## config.mk

```make
export PLATFORM = sky130hd
export DESIGN_NAME = mcsel_top
export DESIGN_NICKNAME = d
export VERILOG_FILES = /design/src/common/mcsel_pkg.sv /design/src/mcsel_decode.sv /design/src/mcsel_top.sv
export VERILOG_INCLUDE_DIRS = /design/src /design/src/common
export SDC_FILE = /design/constraint.sdc
export NUM_CORES = 1
export LEC_CHECK = 0
export BUFFER_PORTS_ARGS = -buffer_cell sky130_fd_sc_hd__buf_4
export CAP_MARGIN = 25
export CORE_ASPECT_RATIO = 1.25
export CORE_UTILIZATION = 40
export DETAILED_ROUTE_END_ITERATION = 8
export PLACE_DENSITY = 0.6
export SLEW_MARGIN = 20
export SYNTH_ARGS = -nofsm -noshare
export SYNTH_HDL_FRONTEND = slang
export SYNTH_SLANG_ARGS = --single-unit
export TNS_END_PERCENT = 50
```

## constraint.sdc

```tcl
create_clock -name REF_CLK -period 7.5 [get_ports REF_CLK]
set_input_delay 1.5 -clock REF_CLK [delete_from_list [all_inputs] [get_ports REF_CLK]]
set_output_delay 1.5 -clock REF_CLK [all_outputs]
set_load 0.01 [all_outputs]
```

## src/common/mcsel_consts.svh

```systemverilog
// Constants of the monitoring case selector
`ifndef MCSEL_CONSTS_SVH
`define MCSEL_CONSTS_SVH
// Number of monitoring cases, five control inputs give 32 conditions
`define MCSEL_NUM_CASES 32
// Width of a case index
`define MCSEL_IDX_W 5
// Number of single connections used by 1-of-n sampling
`define MCSEL_ONEN_W 10
// Field set number width, up to 16 field sets
`define MCSEL_FSET_W 4
// Multiple sampling limits and counter width
`define MCSEL_MULTI_W 5
`define MCSEL_MULTI_MIN 5'h02
`define MCSEL_MULTI_MAX 5'h10
// Contour distance width
`define MCSEL_DIST_W 16
// Reset values
`define MCSEL_RST_CASE 5'h00
`define MCSEL_RST_FSET 4'h0
`endif

```

## src/common/mcsel_pkg.sv

```systemverilog
// Types of the monitoring case selector
package mcsel_pkg;
  // Source of case selection information
  typedef enum logic [1:0] {SRC_STATIC, SRC_SPEED, SRC_BOTH} mcsel_src_t;
  // Permitted follow-on cases of a monitoring case
  typedef enum logic [1:0] {FOL_NONE, FOL_UNIQUE, FOL_ALT} mcsel_fol_t;
  // Monitoring state
  typedef enum logic [1:0] {ST_INIT, ST_MONITOR, ST_TRIPPED} mcsel_st_t;
  // One stored monitoring case
  typedef struct packed {
    logic valid;
    logic [3:0] fset;
    mcsel_fol_t fol;
    logic [4:0] fol_a;
    logic [4:0] fol_b;
    logic [4:0] multi;
  } mcsel_case_t;
endpackage : mcsel_pkg

```

## src/mcsel_decode.sv

```systemverilog
// Control input decoder: complementary and 1-of-n sampling
`timescale 1ns/1ps
`include "mcsel_consts.svh"
module mcsel_decode
(
  input wire logic one_of_n,
  input wire logic [`MCSEL_IDX_W-1:0] ctrl,
  input wire logic [`MCSEL_ONEN_W-1:0] pins,
  output logic [`MCSEL_IDX_W-1:0] idx,
  output logic ok
);
  // ==========================================================
  // Decode
  // ==========================================================
  logic [3:0] ones; // Number of high single connections
  logic [3:0] pos;  // Position of the last high connection
  // Count ones and locate the high connection
  always_comb
  begin
    ones = 4'h0;
    pos = 4'h0;
    idx = ctrl;
    ok = 1'b1;
    for (int i = 0; i < `MCSEL_ONEN_W; i++)
    begin
      if (pins[i])
      begin
        ones = ones + 4'h1;
        pos = 4'(i);
      end
    end
    if (one_of_n)
    begin
      idx = {1'b0, pos};
      ok = (ones == 4'h1);
    end
    else
    begin
      idx = ctrl;
      ok = 1'b1;
    end
  end
endmodule : mcsel_decode

```

## src/mcsel_top.sv

```systemverilog
// Monitoring case selector with protective field and contour trip
`timescale 1ns/1ps
`include "mcsel_consts.svh"
module mcsel_top
(
  input wire logic REF_CLK,
  input wire logic RST_B,
  input wire logic SCAN_TICK,
  input wire logic [4:0] CTRL_IN,
  input wire logic [9:0] ONE_OF_N_IN,
  input wire logic ONE_OF_N_MODE,
  input wire logic [1:0] SEL_SOURCE,
  input wire logic [4:0] SPEED_CASE,
  input wire logic SPEED_VALID,
  input wire logic CFG_WE,
  input wire logic [4:0] CFG_IDX,
  input wire logic CFG_VALID,
  input wire logic [3:0] CFG_FSET,
  input wire logic [1:0] CFG_FOLLOW,
  input wire logic [4:0] CFG_FOLLOW_A,
  input wire logic [4:0] CFG_FOLLOW_B,
  input wire logic [4:0] CFG_MULTI,
  input wire logic CFG_CONTOUR_EN,
  input wire logic CFG_WARN2_EN,
  input wire logic CFG_WARN_AT_CONTOUR,
  input wire logic OBJ_DETECT,
  input wire logic SEG_STROBE,
  input wire logic [15:0] SEG_MEAS,
  input wire logic [15:0] SEG_REF,
  input wire logic [15:0] SEG_TOL_POS,
  input wire logic [15:0] SEG_TOL_NEG,
  output logic SAFETY_SWITCH_OUTPUTS,
  output logic FIELD_INTERRUPTED,
  output logic [4:0] ACTIVE_CASE,
  output logic [3:0] ACTIVE_FSET,
  output logic INPUT_ERROR,
  output logic CONTOUR_ERROR,
  output logic CFG_REJECT
);
  // ==========================================================
  // Case store
  // ==========================================================
  mcsel_pkg::mcsel_case_t cfg_mem [`MCSEL_NUM_CASES]; // Stored cases
  mcsel_pkg::mcsel_case_t wr_ent; // Entry being written
  logic [4:0] multi_clip; // Sampling count held in legal range
  // Clip the sampling count on its way into the store
  always_comb
  begin
    multi_clip = CFG_MULTI;
    if (CFG_MULTI < `MCSEL_MULTI_MIN)
      multi_clip = `MCSEL_MULTI_MIN;
    else if (CFG_MULTI > `MCSEL_MULTI_MAX)
      multi_clip = `MCSEL_MULTI_MAX;
    wr_ent = '{valid: CFG_VALID, fset: CFG_FSET,
               fol: mcsel_pkg::mcsel_fol_t'(CFG_FOLLOW),
               fol_a: CFG_FOLLOW_A, fol_b: CFG_FOLLOW_B,
               multi: multi_clip};
  end
  // Store writes; all cases start unconfigured so nothing passes
  always_ff @(posedge REF_CLK or negedge RST_B)
  begin
    if (!RST_B)
      for (int i = 0; i < `MCSEL_NUM_CASES; i++)
        cfg_mem[i] <= '0;
    else if (CFG_WE)
      cfg_mem[CFG_IDX] <= wr_ent;
  end

  // ==========================================================
  // Input decode
  // ==========================================================
  logic [4:0] dec_idx; // Decoded static condition
  logic dec_ok; // Static condition well formed
  mcsel_decode u_dec
  (
    .one_of_n(ONE_OF_N_MODE),
    .ctrl(CTRL_IN),
    .pins(ONE_OF_N_IN),
    .idx(dec_idx),
    .ok(dec_ok)
  );

  // ==========================================================
  // State and next values
  // ==========================================================
  mcsel_pkg::mcsel_st_t st_reg, st_next; // Monitoring state
  logic [4:0] case_reg, case_next; // Active case index
  logic [4:0] hit_reg, hit_next; // Consecutive object scans
  logic bad_reg, bad_next; // Contour fault seen this scan
  logic safe_reg, safe_next; // Safety outputs on
  logic intr_reg, intr_next; // Interruption report to the link
  logic in_err_reg, in_err_next; // Selection fault latched
  logic cont_reg, cont_next; // Contour fault latched
  logic rej_reg, rej_next; // Configuration refused
  logic [3:0] fset_reg, fset_next; // Active field set
  logic [4:0] cand; // Candidate case this scan
  logic cand_ok; // Candidate usable
  logic fol_ok; // Candidate allowed after active case
  logic seg_bad; // Current segment out of band
  logic cont_on; // Contour monitoring accepted
  logic field_trip; // Enough consecutive object scans
  logic [4:0] hit_inc; // Saturated hit count plus one
  logic [4:0] need; // Sampling count that applies this scan
  logic [16:0] hi_lim, lo_lim; // Band limits, one bit of headroom
  mcsel_pkg::mcsel_case_t act, nxt; // Active and candidate records
  // Compute the next values of every register
  always_comb
  begin
    act = cfg_mem[case_reg];
    rej_next = CFG_CONTOUR_EN & (CFG_WARN2_EN | CFG_WARN_AT_CONTOUR);
    cont_on = CFG_CONTOUR_EN & ~rej_next;
    hi_lim = {1'b0, SEG_REF} + {1'b0, SEG_TOL_POS};
    lo_lim = {1'b0, SEG_REF} - {1'b0, SEG_TOL_NEG};
    // Underflow of the lower limit means no lower bound
    seg_bad = SEG_STROBE & cont_on &
              (({1'b0, SEG_MEAS} > hi_lim) |
               (~lo_lim[16] & ({1'b0, SEG_MEAS} < lo_lim)));
    case (mcsel_pkg::mcsel_src_t'(SEL_SOURCE))
      mcsel_pkg::SRC_STATIC:
      begin
        cand = dec_idx;
        cand_ok = dec_ok;
      end
      mcsel_pkg::SRC_SPEED:
      begin
        cand = SPEED_CASE;
        cand_ok = SPEED_VALID;
      end
      mcsel_pkg::SRC_BOTH:
      begin
        // Both sources must name the same case
        cand = dec_idx;
        cand_ok = dec_ok & SPEED_VALID & (SPEED_CASE == dec_idx);
      end
      default:
      begin
        cand = case_reg;
        cand_ok = 1'b0;
      end
    endcase
    nxt = cfg_mem[cand];
    // Follow-on check applies only once a case is running
    case (act.fol)
      mcsel_pkg::FOL_UNIQUE: fol_ok = (cand == act.fol_a);
      mcsel_pkg::FOL_ALT: fol_ok = (cand == act.fol_a) |
                                   (cand == act.fol_b);
      default: fol_ok = 1'b1;
    endcase
    if (st_reg == mcsel_pkg::ST_INIT || cand == case_reg)
      fol_ok = 1'b1;
    cand_ok = cand_ok & nxt.valid & fol_ok;
    hit_inc = (hit_reg == `MCSEL_MULTI_MAX) ? hit_reg : hit_reg + 5'h01;
    need = cand_ok ? nxt.multi : act.multi;
    // Unwritten entries hold zero; never trip on a single scan
    if (need < `MCSEL_MULTI_MIN)
      need = `MCSEL_MULTI_MIN;
    // Hold everything but the contour fault and reject flags between scan boundaries
    st_next = st_reg;
    case_next = case_reg;
    fset_next = fset_reg;
    hit_next = hit_reg;
    safe_next = safe_reg;
    in_err_next = in_err_reg;
    cont_next = cont_reg;
    field_trip = 1'b0;
    // A segment failing in the boundary cycle belongs to this scan
    bad_next = bad_reg | seg_bad;
    if (SCAN_TICK)
    begin
      bad_next = 1'b0;
      hit_next = OBJ_DETECT ? hit_inc : 5'h00;
      field_trip = OBJ_DETECT & (hit_inc >= need);
      if (cand_ok)
      begin
        case_next = cand;
        fset_next = nxt.fset;
      end
      in_err_next = ~cand_ok;
      cont_next = bad_reg | seg_bad;
      safe_next = cand_ok & ~field_trip & ~(bad_reg | seg_bad);
      if (safe_next)
        st_next = mcsel_pkg::ST_MONITOR;
      else if (st_reg != mcsel_pkg::ST_INIT || cand_ok)
        st_next = mcsel_pkg::ST_TRIPPED;
    end
    // Link report is always the inverse of the switching outputs
    intr_next = ~safe_next;
  end

  // ==========================================================
  // Registers
  // ==========================================================
  // Register the next values; outputs start tripped
  always_ff @(posedge REF_CLK or negedge RST_B)
  begin
    if (!RST_B)
    begin
      st_reg <= mcsel_pkg::ST_INIT;
      case_reg <= `MCSEL_RST_CASE;
      fset_reg <= `MCSEL_RST_FSET;
      hit_reg <= 5'h00;
      bad_reg <= 1'b0;
      safe_reg <= 1'b0;
      intr_reg <= 1'b1;
      in_err_reg <= 1'b0;
      cont_reg <= 1'b0;
      rej_reg <= 1'b0;
    end
    else
    begin
      st_reg <= st_next;
      case_reg <= case_next;
      fset_reg <= fset_next;
      hit_reg <= hit_next;
      bad_reg <= bad_next;
      safe_reg <= safe_next;
      intr_reg <= intr_next;
      in_err_reg <= in_err_next;
      cont_reg <= cont_next;
      rej_reg <= rej_next;
    end
  end

  // Outputs straight from flip-flops
  assign SAFETY_SWITCH_OUTPUTS = safe_reg;
  // Own flip-flop, so no inverter sits between register and pin
  assign FIELD_INTERRUPTED = intr_reg;
  assign ACTIVE_CASE = case_reg;
  assign ACTIVE_FSET = fset_reg;
  assign INPUT_ERROR = in_err_reg;
  assign CONTOUR_ERROR = cont_reg;
  assign CFG_REJECT = rej_reg;
endmodule : mcsel_top

```

-- Word-level counts from Yosys, hierarchy flattened
Cells that the tools add are included.
- output and inout bits: 14
- register bits: 726
- bits of input ports: 124
- logic and storage cells: 313
- mux-type cells: 44
- equal/unequal tests: 10
- add/subtract/negate cells: 12
- order comparisons: 10
- reductions and logical operators: 10
- bitwise logic cells: 25
- operators with widths (cell ; count):
    bitwise mux 704 bit ; 1
    binary-select mux 22 bit (select 5 bit) ; 2
    demux 22 bit (select 5 bit) ; 1
    two-way mux 22 bit ; 3
    two-way mux 4 bit ; 11
    two-way mux 5 bit ; 7
    two-way mux 17 bit ; 2
    adder 4 x 1 -> 4 bit, second input constant ; 8
    equality test 5 bit ; 4
    >= comparator 6 bit, second input constant ; 3
    inverter 5 -> 6 bit ; 3
    adder 16 x 16 -> 17 bit ; 1
    > comparator 16 x 17 -> 1 bit ; 1
    < comparator 16 x 17 -> 1 bit ; 1
    subtractor 16 x 16 -> 17 bit ; 1
    AND 1 bit ; 12
    two-way mux 3 bit ; 4
    < comparator 5 x 2 -> 1 bit, second input constant ; 2
    one-hot mux 5 bit (2 select lines) ; 1
    two-way mux 2 bit ; 4
    < comparator 6 x 1 -> 1 bit, second input constant ; 1
    two-way mux 1 bit ; 6
    inverter 1 bit ; 6
    adder 5 x 1 -> 5 bit, second input constant ; 1
    16 further kinds ; 25

-- Longest topological paths before layout
- depth in word-level cells: 36
- depth in mapped cells: 42
- gate-level depth less buffers: 41

-- Cells and area by module
A second synthesis with hierarchy kept.
- cell total of the unflattened synthesis: 3397
- area total of the unflattened synthesis: 37492.2 µm²
- modules (own cells, without submodules) (module ; cells an instance ; times used ; seq. area each (µm²) ; area each (µm²)):
    mcsel_top ; 3292 ; 1 ; 18168.7 ; 36688.9
    mcsel_decode ; 105 ; 1 ; 0.0 ; 803.3

-- Least setup slack after synthesis
No wires, ideal clock.
- path type: in2reg
- from: in ONE_OF_N_IN[0]
- to: reg st_reg[1]
- arrival: 8.380 ns
- buffers on the path: 1
- setup slack: -1.021 ns
- data required time: 7.359 ns
- setup time: 0.141 ns
- cell stages on the path: 41
- cell sequence: inv_1 ha_1 xnor2_1 inv_1 ha_1 and2_1 a31oi_1 inv_1 ha_1 nor2_1 a21oi_1 ha_1 nand2_1 nand2b_1 ha_1 nand2b_1 o31a_1 ha_1 [... 5 more ...] nand2_1 mux2i_1 a21oi_1 o21ai_0 a31oi_1 or3b_1 buf_2 mux2_4 ha_1 nand2b_1 a21o_1 a21o_1 a21oi_1 nor2b_1 o21ai_0 inv_1 nor4b_2 a211oi_1
- cells in the longest elaborated chain, start to end: 36
- elaborated cells between the ends (all ways): 38
- classes of those cells: add/sub (9); order compare (2); eq/ne (1); mux (15); bitwise (8); reduce/logical (3)
- ends and longest elaborated chain (element ; RTL line ; RTL):
    from (decl) ; mcsel_top.sv:10 ; input wire logic [9:0] ONE_OF_N_IN,
    two-way mux 1 bit (*) ; mcsel_decode.sv:26 ; if (pins[i])
    adder 1 x 1 -> 2 bit ; mcsel_decode.sv:28 ; ones = ones + 4'h1;
    two-way mux 4 bit (*) ; mcsel_decode.sv:26 ;
    adder 4 x 1 -> 4 bit ; mcsel_decode.sv:28 ;
    two-way mux 4 bit (*) ; mcsel_decode.sv:26 ;
    adder 4 x 1 -> 4 bit ; mcsel_decode.sv:28 ;
    two-way mux 4 bit (*) ; mcsel_decode.sv:26 ;
    adder 4 x 1 -> 4 bit ; mcsel_decode.sv:28 ;
    [... 19 more ...] ; -- ;
    < comparator 5 x 2 -> 1 bit (no line) ; -- ;
    two-way mux 5 bit ; mcsel_top.sv:155 ; if (need < `MCSEL_MULTI_MIN)
    >= comparator 5 bit ; mcsel_top.sv:172 ; field_trip = OBJ_DETECT & (hit_inc >= need);
    AND 1 bit ; mcsel_top.sv:172 ;
    inverter 1 bit ; mcsel_top.sv:180 ; safe_next = cand_ok & ~field_trip & ~(bad_reg | seg_bad);
    AND 1 bit (2 in a row) ; mcsel_top.sv:180 ;
    nonzero test 2 bit (no line) ; -- ;
    AND reduction 2 bit (no line) ; -- ;
    to (signal assigned) ; mcsel_top.sv:198 ; st_reg <= mcsel_pkg::ST_INIT;
    to (signal assigned) ; mcsel_top.sv:211 ; st_reg <= st_next;
    to (decl) ; mcsel_top.sv:86 ; mcsel_pkg::mcsel_st_t st_reg, st_next;
Every way passes the cells marked *; elsewhere a longest branch is shown, timed or not.
A chain may end at the register's enable or synchronous reset.

-- Final worst setup path
- from: in ONE_OF_N_IN[1]
- to: reg st_reg[1]
- cells in the longest elaborated chain, start to end: 34
- elaborated cells between the ends (all ways): 59
- classes of those cells: add/sub (8); order compare (2); eq/ne (5); mux (30); bitwise (10); reduce/logical (4)
- ends and longest elaborated chain (element ; RTL line):
    two-way mux 4 bit ; mcsel_decode.sv:26
    adder 4 x 1 -> 4 bit ; mcsel_decode.sv:28
    two-way mux 4 bit ; mcsel_decode.sv:26
    adder 4 x 1 -> 4 bit ; mcsel_decode.sv:28
    two-way mux 4 bit ; mcsel_decode.sv:26
    adder 4 x 1 -> 4 bit ; mcsel_decode.sv:28
    two-way mux 4 bit ; mcsel_decode.sv:26
    adder 4 x 1 -> 4 bit ; mcsel_decode.sv:28
    [... 17 more ...] ; --
    < comparator 5 x 2 -> 1 bit (no line) ; --
    two-way mux 5 bit ; mcsel_top.sv:155
    >= comparator 5 bit ; mcsel_top.sv:172
    AND 1 bit ; mcsel_top.sv:172
    inverter 1 bit ; mcsel_top.sv:180
    AND 1 bit (2 in a row) ; mcsel_top.sv:180
    nonzero test 2 bit (no line) ; --
    AND reduction 2 bit (no line) ; --
Several ways; a longest one is shown, not always the timed one. The select of a mux whose other input is x is not followed.

==> metrics.log <==
[metrics] result of the run: complete, no violations
[metrics] share of Yosys cell area claimed by the top area cell type: 48.3%
[metrics] Vias per Instance: 5.65
[metrics] arrival time reported for the critical path endpoint: 7940 ps
[metrics] final setup slack of the worst path: 63.6 ps
[metrics] flip-flop and latch count after synthesis: 726
[metrics] post-route total power: 13.2 mW
[metrics] cell family with most CP delay: adder cells
[metrics] post-place setup slack: -733 ps
[metrics] fillers: 8,620
[metrics] slew at the pin closest to its max-slew limit: 1060 ps
[metrics] Core Util, Final: 46.3%
[metrics] GRT Util Overall: 24.2%
[metrics] number of flip-flops under the largest register name: 704
[metrics] syn nets: 3,565
[metrics] net load switching power: 4.18 mW
[metrics] proportion of power drawn by combinational gates: 30.3%
[metrics] synth unique cells: 71
[metrics] HPWL Detailed: 71,400 um
[metrics] total length of routed wires: 113,000 um
[metrics] clock period minus worst slack: 7440 ps
[metrics] sequential cell fraction of total power: 39.5%
[metrics] syn avg cell area: 11.2 um^2
[metrics] number of sinks handled by clock tree synthesis: 726
[metrics] global-route wire length before repair: 172,000 um
[metrics] post-synthesis cell type with the largest combined area: dfrtp_1
[metrics] grt total ovfl: 0
[metrics] number of DRC violations after detailed routing: 0
[metrics] cell with the largest stage delay on the worst path: or3b_4
[metrics] startpoint of the lowest-slack register-to-register path: ACTIVE_CASE[0]
[metrics] start point of the critical path: ONE_OF_N_IN[1]
[metrics] iteration count of the initial detailed-routing pass: 6
[metrics] RD Place Congestion: 0.852
[metrics] H-tree level count: 3
[metrics] Antenna Nets Post-Route: 0
[metrics] site row count: 125
[metrics] most common cell in the netlist: nand2_1
[metrics] number of buffers inserted during clock tree synthesis: 78
[metrics] routed len/inst: 24.0 um
[metrics] critical path fanouts, max: 4
[metrics] Clock Skews: 30.8 ps
[metrics] number of global-route vias before repair: 27.0k
[metrics] max capacitance violation total: 0
[metrics] Synth area leaders: dfrtp_1 (48%), mux4_2 (15%), nand2_1 (11%)
[metrics] synthesized area: 37,500 um^2
[metrics] part of the total power dissipated in the clock network: 30.2%
[metrics] number of buffers on the longest clock path: 3
[metrics] hold violation total from the final report: 0
[metrics] height of the die: 344 um
[metrics] power density relative to cell area: 306 nW/um^2
[metrics] root buffer cell: clkbuf_16
[metrics] overall die width: 276 um
[metrics] Internal Dissipation: 8.98 mW
[metrics] placed cells: 4,558
[metrics] TritonCTS clock tree: built
[metrics] combined buffer and inverter count along the critical path: 5
[metrics] critical path class: input pin to flip-flop
[metrics] count of mapped cells out of synthesis: 3,358
[metrics] worst stage delay on the critical path: 430 ps
[metrics] Achievable Freq: 134 MHz
[metrics] leakage component of the power: 20.1 nW
[metrics] share of the yosys chip area belonging to registers: 48.4%
[metrics] Post-synth EDFFs: 0
[metrics] data required time of the critical path: 8000 ps
[metrics] hold crit path type: flip-flop to flip-flop
[metrics] top cell types by occurrence after synthesis: nand2_1 (1,051), dfrtp_1 (725), mux2_2 (294)
[metrics] net total in the final layout: 3,644
[metrics] largest net degree at the start of global routing: 178
[metrics] effective utilization at floorplan: 40.4%
[metrics] number of pins exceeding their max-slew limit in the final report: 0
[metrics] ys flop type: dfrtp_1
[metrics] Startpoint Class: input pin
[metrics] Slew HR: 29.2%
[metrics] library cell appearing most often on the critical path: ha_4
[metrics] port bufs: 137
[metrics] warnings from Yosys: 0
[metrics] I/O pin count: 138
[metrics] asr flop ratio synth: 100%
[metrics] clock transition at the register clock pins on the worst setup and hold paths after CTS: 60 ps
[metrics] number of antenna violations at the first check in global routing: 8
[metrics] period utilization: 99.2%
[metrics] via total after detailed routing: 26.6k
[metrics] filler-free cell count of the finished design: 4,708
[metrics] post-route worst hold slack: 455 ps
[metrics] unrepaired setup endpoints after global routing: true
[metrics] Placeable Area: 92,900 um^2
[metrics] maximum ir drop on the vdd rail: 0.000209 V
[metrics] die outline area: 95,100 um^2
[metrics] Synth-to-Final Area Change: 14.7%
[metrics] category of the worst setup path capture point: flip-flop
[metrics] switching power as a share of total power: 31.8%
[metrics] final setup fails: 0
[metrics] clock insertion delay at the later pin of the skew report: 640 ps
[metrics] DRC marker count from the first detailed-route iteration: 2,311
[metrics] share of post-route cells with drive strength above 1: 28.2%
-- worst register-to-register path, delay by kind of cell, from the launching register on --
kind                     cells  cell delay [ps]
multiplexers                 4             1820
AND/OR/NAND/NOR              6             1590
AO/OA/AOI/OAI                6             1040
flip-flops                   1              830
buffers and inverters        2              550
adder cells (fa/ha/maj)      1              210
XOR/XNOR                     1              180
-- power groups by stage --
stage / logic [mW] / registers, mW / clock network (mW)
final: 3.99 / 5.19 / 3.97
after CTS: 3.98 / 5.19 / 4.04
after global placement: 3.90 / 5.23 / 0
after floorplan: 2.92 / 4.96 / 0
after detailed placement: 3.96 / 5.25 / 0
after global routing: 4.32 / 5.29 / 4.20
-- final timing paths --
path	endpoint	slack, ps	cells after the start
setup / recovery	st_reg[1]	60	41
hold / removal	FIELD_INTERRUPTED	450	1
setup reg to reg	st_reg[1]	1160	20
hold reg to reg	FIELD_INTERRUPTED	450	1
max in group asynchronous	cfg_mem[306]	4940	2
min in group asynchronous	cfg_mem[543]	950	1
-- cell families (layout without fill, tap and decap cells) --
family,count (synthesis),count (layout),share of synthesized area [%]
mux,618,618,25.6
fa+ha+maj,83,83,2.81
simple gates,1245,1245,13.3
compound gates,332,332,5.27
flops,726,726,48.4
other cells,0,1,0
buf+inv,291,434,3.09
xor+xnor,63,63,1.55
-- per-layer routing --
metal	up-vias	track usage, %	wire length, um
li1	11844	-	-
met1	13624	31.8	46100
met2	876	39.8	54600
met3	240	4.25	7660
met4	14	9.62	4620
met5	-	0	74
-- placed cells by master (no fill, tap or decap), types with 15 or more instances in the layout --
cell type     n
nor2_1       68
mux4_2      242
clkinv_2     20
mux2_2      293
clkbuf_8     21
xnor2_1      36
o21ai_0     194
nand3_1      19
mux2i_1      75
a21oi_1      23
buf_4       222
nand2_2      21
clkbuf_16    78
ha_1         74
nor2b_1      15
dfrtp_1     720
xor2_1       24
inv_1        47
nand2_1    1030
-- layout make-up --
class	count	area (um^2)	area share (%)
Clock buffer	111	2290	5.31
Multi-Input combinational cell	2341	18500	43.0
Sequential cell	726	18200	42.2
Inverter	52	195	0.453
Timing Repair Buffer	238	1980	4.59
Tap cell	1206	1510	3.51
Antenna cell	1	2.50	0.00581
Clock inverter	33	378	0.878
-- metrics by stage --
step	setup TNS, ps	instance area [um^2]
global route	-916	43000
CTS	0	42900
floorplan	-1730	37700
finish	0	43000
detailed placement	-2800	40200
global placement	-2760	40200
-- timing repair --
item,in CTS,in global routing
endpoints found under the setup margin,4,4
hold buffers,0,0
resized for setup,3,14
pin swaps,5,9
buffers inserted,2,1
No activity file was read; power rests on OpenSTA's default activity.
